--- src/hdl/smdr_pkg.sv ---
// Shared constants and types for the service message and digest report block
package smdr_pkg;

  // Register byte offsets on the Avalon-MM slave
  localparam logic [3:0]  ADDR_CMD          = 4'h0;
  localparam logic [3:0]  ADDR_STATUS       = 4'h4;
  localparam logic [3:0]  ADDR_RESP         = 4'h8;
  localparam logic [3:0]  ADDR_FLAGS        = 4'hC;

  // Message codes
  localparam logic [7:0]  STATUS_UNRECOGNIZED = 8'hFC;
  localparam logic [7:0]  CMD_POR_DIGEST_ERR  = 8'hF1;

  // Service codes that are answered by the service engines
  localparam logic [7:0]  CMD_DEV_CERT      = 8'h00;
  localparam logic [7:0]  CMD_SERIAL        = 8'h01;
  localparam logic [7:0]  CMD_USERCODE      = 8'h04;
  localparam logic [7:0]  CMD_DESIGN_VER    = 8'h05;
  localparam logic [7:0]  CMD_IAP           = 8'h14;
  localparam logic [7:0]  CMD_ISP           = 8'h15;
  localparam logic [7:0]  CMD_NVM_CHECK     = 8'h17;

  // Field positions of digest_fail_flags
  localparam int          FLAG_FABRIC_BIT   = 0;
  localparam int          FLAG_ARRAY0_BIT   = 1;
  localparam int          FLAG_ARRAY1_BIT   = 2;
  localparam int          NUM_CHECKS        = 3;

  // Field positions of the status register
  localparam int          STAT_BOOT_BIT     = 0;
  localparam int          STAT_CHECK_BIT    = 1;
  localparam int          STAT_TX_BUSY_BIT  = 2;
  localparam int          STAT_RESP_BIT     = 3;
  localparam int          STAT_POR_BIT      = 4;

  // Field positions of the flags register
  localparam int          FREG_SEL_LSB      = 8;
  localparam int          FREG_EN_BIT       = 16;

  // Reset values and timing
  localparam logic [7:0]  FLAGS_RST         = 8'h00;
  localparam int          SETTLE_CYC        = 8;

  typedef enum logic [4:0] {
    ST_SETTLE = 5'h01,
    ST_START  = 5'h02,
    ST_WAIT   = 5'h04,
    ST_REPORT = 5'h08,
    ST_RUN    = 5'h10
  } smdr_state_t;

  function automatic logic is_supported(input logic [7:0] code);
    case (code)
      CMD_DEV_CERT, CMD_SERIAL, CMD_USERCODE, CMD_DESIGN_VER,
      CMD_IAP, CMD_ISP, CMD_NVM_CHECK: is_supported = 1'b1;
      default:                         is_supported = 1'b0;
    endcase
  endfunction

endpackage

--- src/hdl/smdr_msg_if.sv ---
// Carrier between the message source and the two-byte serializer
`timescale 1ns/1ps
interface smdr_msg_if;
  logic       req;
  logic [7:0] byte0;
  logic [7:0] byte1;
  logic       busy;
  logic       tx_valid;
  logic       tx_first;
  logic [7:0] tx_byte;

  modport src (output req, byte0, byte1, input busy, tx_valid, tx_first, tx_byte);
  modport snk (input req, byte0, byte1, output busy, tx_valid, tx_first, tx_byte);
endinterface

--- src/hdl/smdr_msg_tx.sv ---
// Two-byte message serializer toward the fabric, no reply expected
`timescale 1ns/1ps
module smdr_msg_tx (
  // Clock and reset
  input wire logic ref_clk_i,
  input wire logic rstn_i,
  // Message carrier
  smdr_msg_if.snk  msg
);

  logic       busy_q;
  logic [7:0] hold_q;
  logic       valid_q;
  logic       first_q;
  logic [7:0] byte_q;

  assign msg.busy     = busy_q;
  assign msg.tx_valid = valid_q;
  assign msg.tx_first = first_q;
  assign msg.tx_byte  = byte_q;

  // Fire and forget: the second byte always follows the first
  always_ff @(posedge ref_clk_i) begin
    if (!rstn_i) begin
      busy_q  <= 1'b0;
      hold_q  <= 8'h00;
      valid_q <= 1'b0;
      first_q <= 1'b0;
      byte_q  <= 8'h00;
    end else if (busy_q) begin
      busy_q  <= 1'b0;
      valid_q <= 1'b1;
      first_q <= 1'b0;
      byte_q  <= hold_q;
    end else if (msg.req) begin
      busy_q  <= 1'b1;
      hold_q  <= msg.byte1;
      valid_q <= 1'b1;
      first_q <= 1'b1;
      byte_q  <= msg.byte0;
    end else begin
      valid_q <= 1'b0;
      first_q <= 1'b0;
    end
  end
endmodule // smdr_msg_tx

--- src/hdl/smdr_top.sv ---
// Service response and start-up digest report logic with Avalon-MM registers
// Function
// - Flag bit 1 reports first flash array digest mismatch.
// - Flag bit 0 reports fabric configuration digest mismatch.
// - Flag bit 2 reports second flash array mismatch; bits 7 to 3 read zero.
// - Unsupported command answers two bytes: the command, then status 252.
// - Asynchronous messages go out on events without waiting for any reply.
// - Enabled start-up check compares selected digests and raises an error message on a mismatch.
// - Start-up error message is code 241 then the digest flag byte.
// - A mismatch never stops boot; boot completes and message is sent.
// - Start-up check runs only when the programmed enable flag is set.
`timescale 1ns/1ps
module smdr_top #(
  parameter int SETTLE_CYC = smdr_pkg::SETTLE_CYC
) (
  // Clock and reset
  input  wire logic        ref_clk_i,
  input  wire logic        rstn_i,
  // Avalon-MM slave
  input  wire logic [3:0]  avs_address_i,
  input  wire logic        avs_read_i,
  input  wire logic        avs_write_i,
  input  wire logic [31:0] avs_writedata_i,
  input  wire logic [3:0]  avs_byteenable_i,
  output logic      [31:0] avs_readdata_o,
  output logic             avs_waitrequest_o,
  // Programmed straps
  input  wire logic        por_check_en_i,
  input  wire logic [2:0]  por_select_i,
  // Digest engine
  output logic             dig_start_o,
  output logic      [2:0]  dig_select_o,
  input  wire logic        dig_done_i,
  input  wire logic [2:0]  dig_mismatch_i,
  // Boot and command forwarding
  output logic             boot_done_o,
  output logic             cmd_fwd_valid_o,
  output logic      [7:0]  cmd_fwd_byte_o,
  // Message stream to fabric
  output logic             tx_valid_o,
  output logic             tx_first_o,
  output logic      [7:0]  tx_byte_o
);

  // Straps reach strap_q on the fourth edge, so the decision must come later
  if (SETTLE_CYC < 5 || SETTLE_CYC > 255) begin : g_bad_settle
    $error("SETTLE_CYC must outlast the strap synchroniser, 5 to 255");
  end

  localparam logic [7:0] SETTLE_LAST = 8'(SETTLE_CYC - 1);
  smdr_pkg::smdr_state_t state_q;
  logic [7:0]  settle_q;
  logic [3:0]  sync1_q;
  logic [3:0]  sync2_q;
  logic [3:0]  sync3_q;
  logic [3:0]  strap_q;
  logic        chk_en_q;
  logic [2:0]  sel_q;
  logic [7:0]  flags_q;
  logic        por_pend_q;
  logic        resp_pend_q;
  logic [7:0]  resp_b0_q;
  logic [7:0]  resp_b1_q;
  logic        req_q;
  logic [7:0]  req_b0_q;
  logic [7:0]  req_b1_q;
  logic        waitreq_q;
  logic [31:0] rdata_q;
  logic        dig_start_q;
  logic        boot_q;
  logic        fwd_valid_q;
  logic [7:0]  fwd_byte_q;

  smdr_msg_if msg ();
  smdr_msg_tx u_tx (
    .ref_clk_i (ref_clk_i),
    .rstn_i    (rstn_i),
    .msg       (msg)
  );

  assign msg.req   = req_q;
  assign msg.byte0 = req_b0_q;
  assign msg.byte1 = req_b1_q;

  // Avalon-MM handshake: one wait state, longer for command writes while a response is pending
  wire logic       bus_req   = avs_read_i || avs_write_i;
  wire logic       cmd_stall = avs_write_i && (avs_address_i == smdr_pkg::ADDR_CMD) && resp_pend_q;
  wire logic       wr_done   = avs_write_i && !waitreq_q;
  wire logic       cmd_wr    = wr_done && (avs_address_i == smdr_pkg::ADDR_CMD) && avs_byteenable_i[0];
  wire logic [7:0] cmd_byte  = avs_writedata_i[7:0];
  wire logic       unsup_wr  = cmd_wr && !smdr_pkg::is_supported(cmd_byte);

  always_ff @(posedge ref_clk_i) begin
    if (!rstn_i) begin
      waitreq_q <= 1'b1;
    end else begin
      waitreq_q <= !(bus_req && waitreq_q && !cmd_stall);
    end
  end

  always_ff @(posedge ref_clk_i) begin
    if (!rstn_i) begin
      rdata_q <= 32'h0000_0000;
    end else if (bus_req && waitreq_q && !cmd_stall) begin
      case (avs_address_i)
        smdr_pkg::ADDR_STATUS: begin
          rdata_q                             <= 32'h0000_0000;
          rdata_q[smdr_pkg::STAT_BOOT_BIT]    <= boot_q;
          rdata_q[smdr_pkg::STAT_CHECK_BIT]   <= (state_q != smdr_pkg::ST_RUN);
          rdata_q[smdr_pkg::STAT_TX_BUSY_BIT] <= msg.busy || req_q;
          rdata_q[smdr_pkg::STAT_RESP_BIT]    <= resp_pend_q;
          rdata_q[smdr_pkg::STAT_POR_BIT]     <= por_pend_q;
        end
        smdr_pkg::ADDR_RESP: rdata_q <= {16'h0000, resp_b1_q, resp_b0_q};
        smdr_pkg::ADDR_FLAGS: begin
          rdata_q                                      <= {24'h00_0000, flags_q};
          rdata_q[smdr_pkg::FREG_SEL_LSB +: 3]         <= sel_q;
          rdata_q[smdr_pkg::FREG_EN_BIT]               <= chk_en_q;
        end
        default:             rdata_q <= 32'h0000_0000;
      endcase
    end
  end

  // Straps come from the programmed array: three flops, accepted once stable
  always_ff @(posedge ref_clk_i) begin
    if (!rstn_i) begin
      sync1_q <= 4'h0;
      sync2_q <= 4'h0;
      sync3_q <= 4'h0;
      strap_q <= 4'h0;
    end else begin
      sync1_q <= {por_check_en_i, por_select_i};
      sync2_q <= sync1_q;
      sync3_q <= sync2_q;
      if (sync2_q == sync3_q) begin
        strap_q <= sync3_q;
      end
    end
  end

  // Start-up sequence
  always_ff @(posedge ref_clk_i) begin
    if (!rstn_i) begin
      state_q  <= smdr_pkg::ST_SETTLE;
      settle_q <= 8'h00;
      chk_en_q <= 1'b0;
      sel_q    <= 3'h0;
    end else begin
      case (state_q)
        smdr_pkg::ST_SETTLE: begin
          settle_q <= settle_q + 8'h01;
          if (settle_q == SETTLE_LAST) begin
            chk_en_q <= strap_q[3];
            sel_q    <= strap_q[2:0];
            // Check only when programmed on and something is selected
            if (strap_q[3] && (strap_q[2:0] != 3'h0)) begin
              state_q <= smdr_pkg::ST_START;
            end else begin
              state_q <= smdr_pkg::ST_RUN;
            end
          end
        end
        smdr_pkg::ST_START:  state_q <= smdr_pkg::ST_WAIT;
        smdr_pkg::ST_WAIT: begin
          if (dig_done_i) begin
            state_q <= smdr_pkg::ST_REPORT;
          end
        end
        smdr_pkg::ST_REPORT: state_q <= smdr_pkg::ST_RUN;
        smdr_pkg::ST_RUN:    state_q <= smdr_pkg::ST_RUN;
        default:             state_q <= smdr_pkg::ST_SETTLE;
      endcase
    end
  end

  always_ff @(posedge ref_clk_i) begin
    if (!rstn_i) begin
      dig_start_q <= 1'b0;
    end else begin
      dig_start_q <= (state_q == smdr_pkg::ST_START);
    end
  end

  // Only selected checks can flag; reserved bits stay zero
  always_ff @(posedge ref_clk_i) begin
    if (!rstn_i) begin
      flags_q <= smdr_pkg::FLAGS_RST;
    end else if (state_q == smdr_pkg::ST_WAIT && dig_done_i) begin
      flags_q                            <= smdr_pkg::FLAGS_RST;
      flags_q[smdr_pkg::FLAG_FABRIC_BIT] <= dig_mismatch_i[0] && sel_q[0];
      flags_q[smdr_pkg::FLAG_ARRAY0_BIT] <= dig_mismatch_i[1] && sel_q[1];
      flags_q[smdr_pkg::FLAG_ARRAY1_BIT] <= dig_mismatch_i[2] && sel_q[2];
    end
  end

  // Boot proceeds whether or not a mismatch was found
  always_ff @(posedge ref_clk_i) begin
    if (!rstn_i) begin
      boot_q <= 1'b0;
    end else if (state_q == smdr_pkg::ST_REPORT || (state_q == smdr_pkg::ST_RUN)) begin
      boot_q <= 1'b1;
    end
  end

  // Supported codes go on to the service engines, others are answered here
  always_ff @(posedge ref_clk_i) begin
    if (!rstn_i) begin
      fwd_valid_q <= 1'b0;
      fwd_byte_q  <= 8'h00;
    end else begin
      fwd_valid_q <= cmd_wr && smdr_pkg::is_supported(cmd_byte);
      if (cmd_wr) begin
        fwd_byte_q <= cmd_byte;
      end
    end
  end

  always_ff @(posedge ref_clk_i) begin
    if (!rstn_i) begin
      resp_b0_q <= 8'h00;
      resp_b1_q <= 8'h00;
    end else if (unsup_wr) begin
      resp_b0_q <= cmd_byte;
      resp_b1_q <= smdr_pkg::STATUS_UNRECOGNIZED;
    end
  end

  // Pending messages; the start-up report wins the serializer first
  wire logic launch = !msg.busy && !req_q && (por_pend_q || resp_pend_q);

  always_ff @(posedge ref_clk_i) begin
    if (!rstn_i) begin
      por_pend_q <= 1'b0;
    end else if (state_q == smdr_pkg::ST_REPORT && (flags_q != smdr_pkg::FLAGS_RST)) begin
      por_pend_q <= 1'b1;
    end else if (launch) begin
      por_pend_q <= 1'b0;
    end
  end

  always_ff @(posedge ref_clk_i) begin
    if (!rstn_i) begin
      resp_pend_q <= 1'b0;
    end else if (unsup_wr) begin
      resp_pend_q <= 1'b1;
    end else if (launch && !por_pend_q) begin
      resp_pend_q <= 1'b0;
    end
  end

  always_ff @(posedge ref_clk_i) begin
    if (!rstn_i) begin
      req_q    <= 1'b0;
      req_b0_q <= 8'h00;
      req_b1_q <= 8'h00;
    end else begin
      req_q <= launch;
      if (launch && por_pend_q) begin
        req_b0_q <= smdr_pkg::CMD_POR_DIGEST_ERR;
        req_b1_q <= flags_q;
      end else if (launch) begin
        req_b0_q <= resp_b0_q;
        req_b1_q <= resp_b1_q;
      end
    end
  end

  assign avs_readdata_o    = rdata_q;
  assign avs_waitrequest_o = waitreq_q;
  assign dig_start_o       = dig_start_q;
  assign dig_select_o      = sel_q;
  assign boot_done_o       = boot_q;
  assign cmd_fwd_valid_o   = fwd_valid_q;
  assign cmd_fwd_byte_o    = fwd_byte_q;
  assign tx_valid_o        = msg.tx_valid;
  assign tx_first_o        = msg.tx_first;
  assign tx_byte_o         = msg.tx_byte;

  wire logic done_in_wait = (state_q == smdr_pkg::ST_WAIT) && dig_done_i;
endmodule // smdr_top

--- config.mk ---
export PLATFORM = sky130hd
export DESIGN_NAME = smdr_top
export DESIGN_NICKNAME = d
export VERILOG_FILES = /design/src/hdl/smdr_pkg.sv /design/src/hdl/smdr_msg_if.sv /design/src/hdl/smdr_msg_tx.sv /design/src/hdl/smdr_top.sv
export SDC_FILE = /design/constraint.sdc
export NUM_CORES = 1
export LEC_CHECK = 0
export BUFFER_PORTS_ARGS = -buffer_cell sky130_fd_sc_hd__buf_4
export CAP_MARGIN = 20
export CORE_AREA = 2 2 121 123
export CTS_CLUSTER_SIZE = 24
export DETAILED_ROUTE_END_ITERATION = 6
export DIE_AREA = 0 0 123 125
export PLACE_DENSITY = 0.55
export SYNTH_ARGS = -nofsm -noshare
export SYNTH_HDL_FRONTEND = slang
export SYNTH_SLANG_ARGS = --single-unit
--- constraint.sdc ---
create_clock -name ref_clk_i -period 3.6 [get_ports ref_clk_i]
set_clock_uncertainty 0.15 [all_clocks]
set_input_delay 0.54 -clock ref_clk_i [delete_from_list [all_inputs] [get_ports ref_clk_i]]
set_output_delay 0.54 -clock ref_clk_i [all_outputs]
set_load 0.005 [all_outputs]
After elaboration in Yosys (flattened, before gate mapping):

Cells that the tools add are included.

* register bits: 126
* latch bits: 0
* input port bits: 52
* memories kept: 0
* word-level logic and storage cells: 113
* bits in read-only memories: 0
* output and inout port bits: 57
* memory bits (writable): 0

* $mul: 0
* add/sub/neg operators: 1
* bitwise gates (word level): 2
* magnitude comparators: 0
* shift operators: 0
* mux-type cells: 19
* div/mod/pow operators: 0
* equal/unequal tests: 19
* reduce and logical (&&, ||, !) cells: 45

Operators with widths (number)
* 17-bit one-hot mux with 3 select lines: 1
* 8-bit 2-to-1 mux: 6
* 8-bit by 3-bit equality test with 1-bit output, second input constant: 3
* 8-bit by 5-bit equality test with 1-bit output, second input constant: 3
* 5-bit one-hot mux with 4 select lines: 1
* 1-bit logical AND: 19
* 5-bit 2-to-1 mux: 3
* 8-bit by 1-bit adder with 8-bit output, second input constant: 1
* 4-bit equality test, second input constant: 2
* 8-bit by 1-bit equality test with 1-bit output, second input constant: 1
* 8-bit logical NOT: 1
* 1-bit 2-to-1 mux: 8
* 2-bit nonzero test: 4
* 8-bit nonzero test: 1
* 1-bit logical NOT: 7
* 7-bit OR reduction: 1
* 2-bit AND reduction: 3
* 2-bit OR reduction: 3
* 5-bit by 1-bit equality test with 1-bit output, second input constant: 1
* 5-bit by 2-bit equality test with 1-bit output, second input constant: 1
* 5-bit by 3-bit equality test with 1-bit output, second input constant: 1
* 5-bit by 4-bit equality test with 1-bit output, second input constant: 1
* 5-bit equality test, second input constant: 1
* 5-bit != test, second input constant: 1
* 7 further kinds: 12

Depth between registers and ports, before layout:

* depth in word-level cells: 6
* mapped depth: 6
* depth with buffers taken out: 5

Hierarchy:

Synthesis repeated with hierarchy kept, for this count alone.

* cell total of the unflattened synthesis: 456
* area, all modules: 4365.4 um^2

By module, submodules not included
* smdr_top: instances 1, area an instance 3621.0 um^2, cells each 379
* smdr_msg_tx: instances 1, area an instance 744.5 um^2, cells each 77

Worst setup path before layout:

No wires, ideal clock.

* kind: input -> register
* from: input port avs_writedata_i[3]
* to: register resp_pend_q
* data required time: 3.335 ns
* arrival: 1.646 ns
* setup slack: 1.690 ns
* stages: 4
* path through: or4_1 -> a221oi_2 -> nor2_2 -> o21a_1

* cells in the longest elaborated chain, start to end: 6
* elaborated cells on any way between the ends: 13
* those cells by class: eq/ne (6); mux (2); reduce/logical (5)

Ends and longest elaborated chain
* start, declared: RTL line smdr_top.sv:23 `input wire logic [31:0] avs_writedata_i,`
* 8-bit by 1-bit equality test with 1-bit output, or another cell as far along: RTL line smdr_pkg.sv:53 `case (code)`
* 7-bit OR reduction (*): RTL line smdr_pkg.sv:53
* 1-bit 2-to-1 mux (*): RTL line smdr_pkg.sv:53
* 1-bit logical NOT (*): RTL line smdr_top.sv:91 `wire logic unsup_wr = cmd_wr && !smdr_pkg::is_supported(cmd_byte);`
* 1-bit logical AND (*): RTL line smdr_top.sv:91
* 1-bit 2-to-1 mux / 2-bit nonzero test (equally long branches)
* end signal, assigned: RTL line smdr_top.sv:244 `resp_pend_q <= 1'b0;`
* end signal, assigned: RTL line smdr_top.sv:246 `resp_pend_q <= 1'b1;`
* end signal, assigned: RTL line smdr_top.sv:248 `resp_pend_q <= 1'b0;`
* end, declared: RTL line smdr_top.sv:61 `logic resp_pend_q;`

Every way passes the cells marked *; elsewhere a longest branch is shown, timed or not.
A chain may end at the register's enable or synchronous reset.

Worst setup path after layout:

* from: input port avs_address_i[1]
* to: register resp_b0_q[4]

* cells in the longest elaborated chain, start to end: 4

Ends and longest elaborated chain
* start, declared: RTL line smdr_top.sv:20 `input wire logic [3:0] avs_address_i,`
* 4-bit logical NOT: RTL line smdr_top.sv:89 `wire logic cmd_wr = wr_done && (avs_address_i == smdr_pkg::ADDR_CMD) && avs_byteenable_i[0];`
* 1-bit logical AND (2 in series): RTL line smdr_top.sv:89
* 1-bit logical AND: RTL line smdr_top.sv:91
* end signal, assigned: RTL line smdr_top.sv:224 `resp_b0_q <= cmd_byte;`
* end, declared: RTL line smdr_top.sv:62 `logic [7:0] resp_b0_q;`

No other way between the ends.

==> results.py <==
metrics = {
    "timing": {
        "worst_pin_slew_ns": 0.788,
        "min_period_ns": 2.27,
        "fin_crit_sh_pct": 62.9,
        "rsz0062_at_grt": "false",
        "setup_viol": 0,
        "hold_viol_final": 0,
        "maxSlewHeadroom_pct": 46.7,
        "slew_viol_final": 0,
        "max_freq_mhz": 441,
        "setup_tns_ns": 0,
    },
    "clock_tree": {
        "ctsLongestPathBuffers": 2,
        "cts_sinks": 99,
        "htree_levels": 3,
        "postCtsSetupBuffers": 0,
        "clk_latency_ns": 0.33,
        "cts_root_buf": "clkbuf_16",
        "clkTransAtPathRegs_ns": 0.06,
        "cts_repair_resize_count": 0,
        "cts_tree": "yes",
        "ctsHoldBuffers": 0,
        "cts_made_buffers": 9,
    },
    "place": {
        "dp_hpwl_um": 6690,
        "port_buffers": 66,
        "gp_congestion": 0.837,
        "placed_cells": 646,
    },
    "yosys": {
        "synth_edf_count": 0,
        "synthArstFlopShare_pct": 0,
        "ys_seq_area_share_pct": 49.9,
        "syn_area_mm2": 0.00397,
        "synth-main-ff-cell": "dfxtp_1",
        "syn-instance-count": 420,
        "postSynthAreaPerCell_um2": 9.46,
        "synth-seq-cells": 99,
        "synth.distinct_cells": 54,
        "yosysWarnings": 0,
    },
    "critical_path": {
        "required_ns": 3.71,
        "slowest_delay_ns": 0.59,
        "start_kind": "input port",
        "path_cells": "buf_4 -> nor2_1 -> nand4_2 -> nor2_2 -> mux2i_1",
        "crit_type": "in2reg",
        "arrival_ns": 2.38,
        "crit_family": "simple AND/OR/NAND/NOR gates",
        "r2r_start": "msg.req$_SDFF_PN0_",
        "setup.worst_path.start": "avs_address_i[1]",
        "critical_path_buf_inv_count": 1,
        "critPathSlowestCell": "nand4_2",
        "cp-end-kind": "flip-flop",
        "path_max_fanout": 16,
    },
    "finish": {
        "diodes": 0,
        "num-nets-final": 526,
        "final_cells": 661,
        "fin_util_pct": 33.8,
        "area_delta_synth_final_pct": 20.8,
        "drive_gt1_share_pct": 20.3,
    },
    "floorplan": {
        "rows": 44,
        "start_util_pct": 28.0,
        "die-area_mm2": 0.0154,
        "ios": 109,
        "core-area_mm2": 0.0142,
        "die_y_um": 125,
        "die_w_um": 123,
    },
    "run_status": {
        "status": "finished clean",
    },
    "routing": {
        "dr.pass1.iters": 4,
        "drc": 0,
        "vias": 3083,
        "finalWirelength_um": 9020,
        "via_per_inst": 4.66,
        "wire_per_inst_um": 13.6,
        "drt_first_iter_violations": 206,
        "drtAntennaViolNets": 0,
    },
    "global_route": {
        "grt_pass1_wl_um": 14500,
        "grt_usage_pct": 12.0,
        "grt_pass1_vias": 2854,
        "grt-ovfl-total": 0,
        "grt_max_degree": 48,
        "grt_antenna_before_repair": 0,
    },
    "min_path": {
        "hold_start": "por_select_i[0]",
        "hold_path.class": "in2reg",
    },
    "job": {
        "maxCapViolations": 0,
    },
    "power": {
        "power_density_mw_per_mm2": 466,
        "ir_worst_vdd_uv": 192,
        "p_leak_nw": 2.00,
    },
}
-- final timing paths --
| check | end | cells after the start | slack (ns) |
|---|---|---|---|
| max | resp_b0_q[4]$_SDFFE_PN0P_ | 5 | 1.33 |
| min | sync1_q[0]$_SDFF_PN0_ | 2 | 0.26 |
| max reg2reg | msg.byte0[3]$_SDFFE_PP0N_ | 4 | 1.56 |
| min reg2reg | sync2_q[0]$_SDFF_PN0_ | 1 | 0.28 |
-- layout by cell type, fill, tap and decap left out, types with 5 or more instances in the layout --
cell / n
dfxtp_1: 99
buf_4: 68
nor2_1: 54
nand2_1: 34
mux2i_1: 33
a21oi_1: 18
nand3_1: 15
conb_1: 15
and2_1: 14
o21ai_0: 10
o22ai_1: 9
clkbuf_16: 9
a22oi_1: 7
nor2b_1: 6
xor2_1: 5
nor3_1: 5
-- Yosys cell counts, drive strengths merged (2+ instances only) --
| library cell | instances | area (um2) |
|---|---|---|
| dfxtp | 99 | 1980 |
| nor2 | 56 | 215 |
| nand2 | 34 | 128 |
| mux2i | 33 | 330 |
| buf | 24 | 168 |
| a21oi | 18 | 90.1 |
| clkbuf | 16 | 60.1 |
| nand3 | 16 | 85.1 |
| and2 | 14 | 87.6 |
| o21ai | 11 | 55.1 |
| o22ai | 9 | 56.3 |
| a22oi | 7 | 52.6 |
| nor2b | 6 | 37.5 |
| nand4 | 5 | 37.5 |
| nor3 | 5 | 25.0 |
| xor2 | 5 | 43.8 |
| and3 | 4 | 25.0 |
| inv | 4 | 15.0 |
| o2bb2ai | 4 | 35.0 |
| xnor2 | 4 | 35.0 |
| a31o | 3 | 26.3 |
| mux2 | 3 | 33.8 |
| o21a | 3 | 22.5 |
| or3 | 3 | 18.8 |
| or4 | 3 | 22.5 |
| a21o | 2 | 15.0 |
| a32o | 2 | 20.0 |
| a32oi | 2 | 17.5 |
| nand2b | 2 | 12.5 |
| nand3b | 2 | 15.0 |
| nand4b | 2 | 17.5 |
| nor3b | 2 | 15.0 |
| nor4 | 2 | 27.5 |
| nor4b | 2 | 17.5 |
-- cell families after synthesis --
group / synth area share, %
buffers and inverters: 6.11
adders and majority gates: 0.315
other: 0.0944
DFF: 49.9
xor gates and xnor gates: 1.98
muxes: 9.17
and+or+nand+nor: 20.5
AOI/OAI and AO/OA: 11.9
-- worst reg2reg max path: stages, from the launching register on --
cell and delay [ns]:
dfxtp_1 0.50, nor2_1 0.60, o21ai_1 0.36, a22oi_1 0.26
nor2_1 0.06
-- sequential cells by signal, summed over array words and instances (netlist names), 3 cells and up --
register          cells
sync3_q               4
resp_b0_q             8
avs_readdata_o       13
dig_select_o          3
msg.byte0             8
u_tx.msg.tx_byte      8
u_tx.hold_q           4
sync1_q               4
cmd_fwd_byte_o        8
sync2_q               4
msg.byte1             4
settle_q              8
flags_q               3
state_q               5
strap_q               4
-- per-layer routing --
metal  part of all wire, %  routed length (um)  GRT usage (%)  vias to the layer above
li1                      -                   -              -                     1542
met4                   1.2                 107           4.21                        0
met3                   7.5                 680           2.60                        7
met1                    47                4230           16.7                     1433
met5                     0                   0              0                        -
met2                    44                4000           18.2                      101
-- area by class of cell --
class | instances | area (um2)
inverters | 4 | 15.0
well taps | 184 | 230
clock buffers | 10 | 229
repair buffers | 68 | 510
clock inverters | 5 | 31.3
multi-input cells | 291 | 1800
flip-flops and latches | 99 | 1980
fillers | 1459 | 9410
-- stage by stage --
step / cell area [um2] / worst slack [ns] / hold WS (ns) / total power [mW]
floorplan: 4030 / 1.69 / 0.262 / 1.36
global placement: 4540 / 1.02 / 0.267 / 1.41
detailed placement: 4540 / 0.973 / 0.271 / 1.41
CTS: 4800 / 1.31 / 0.248 / 2.27
global route: 4800 / 1.22 / 0.249 / 2.36
finish: 4800 / 1.33 / 0.263 / 2.24
-- power by group --
part	total, mW	internal, mW	switching (mW)
registers	1.17	1.13	0.0445
logic	0.220	0.0949	0.125
clock network	0.848	0.462	0.386
total	2.24	1.68	0.555
Power figures use the tool's default switching activity.
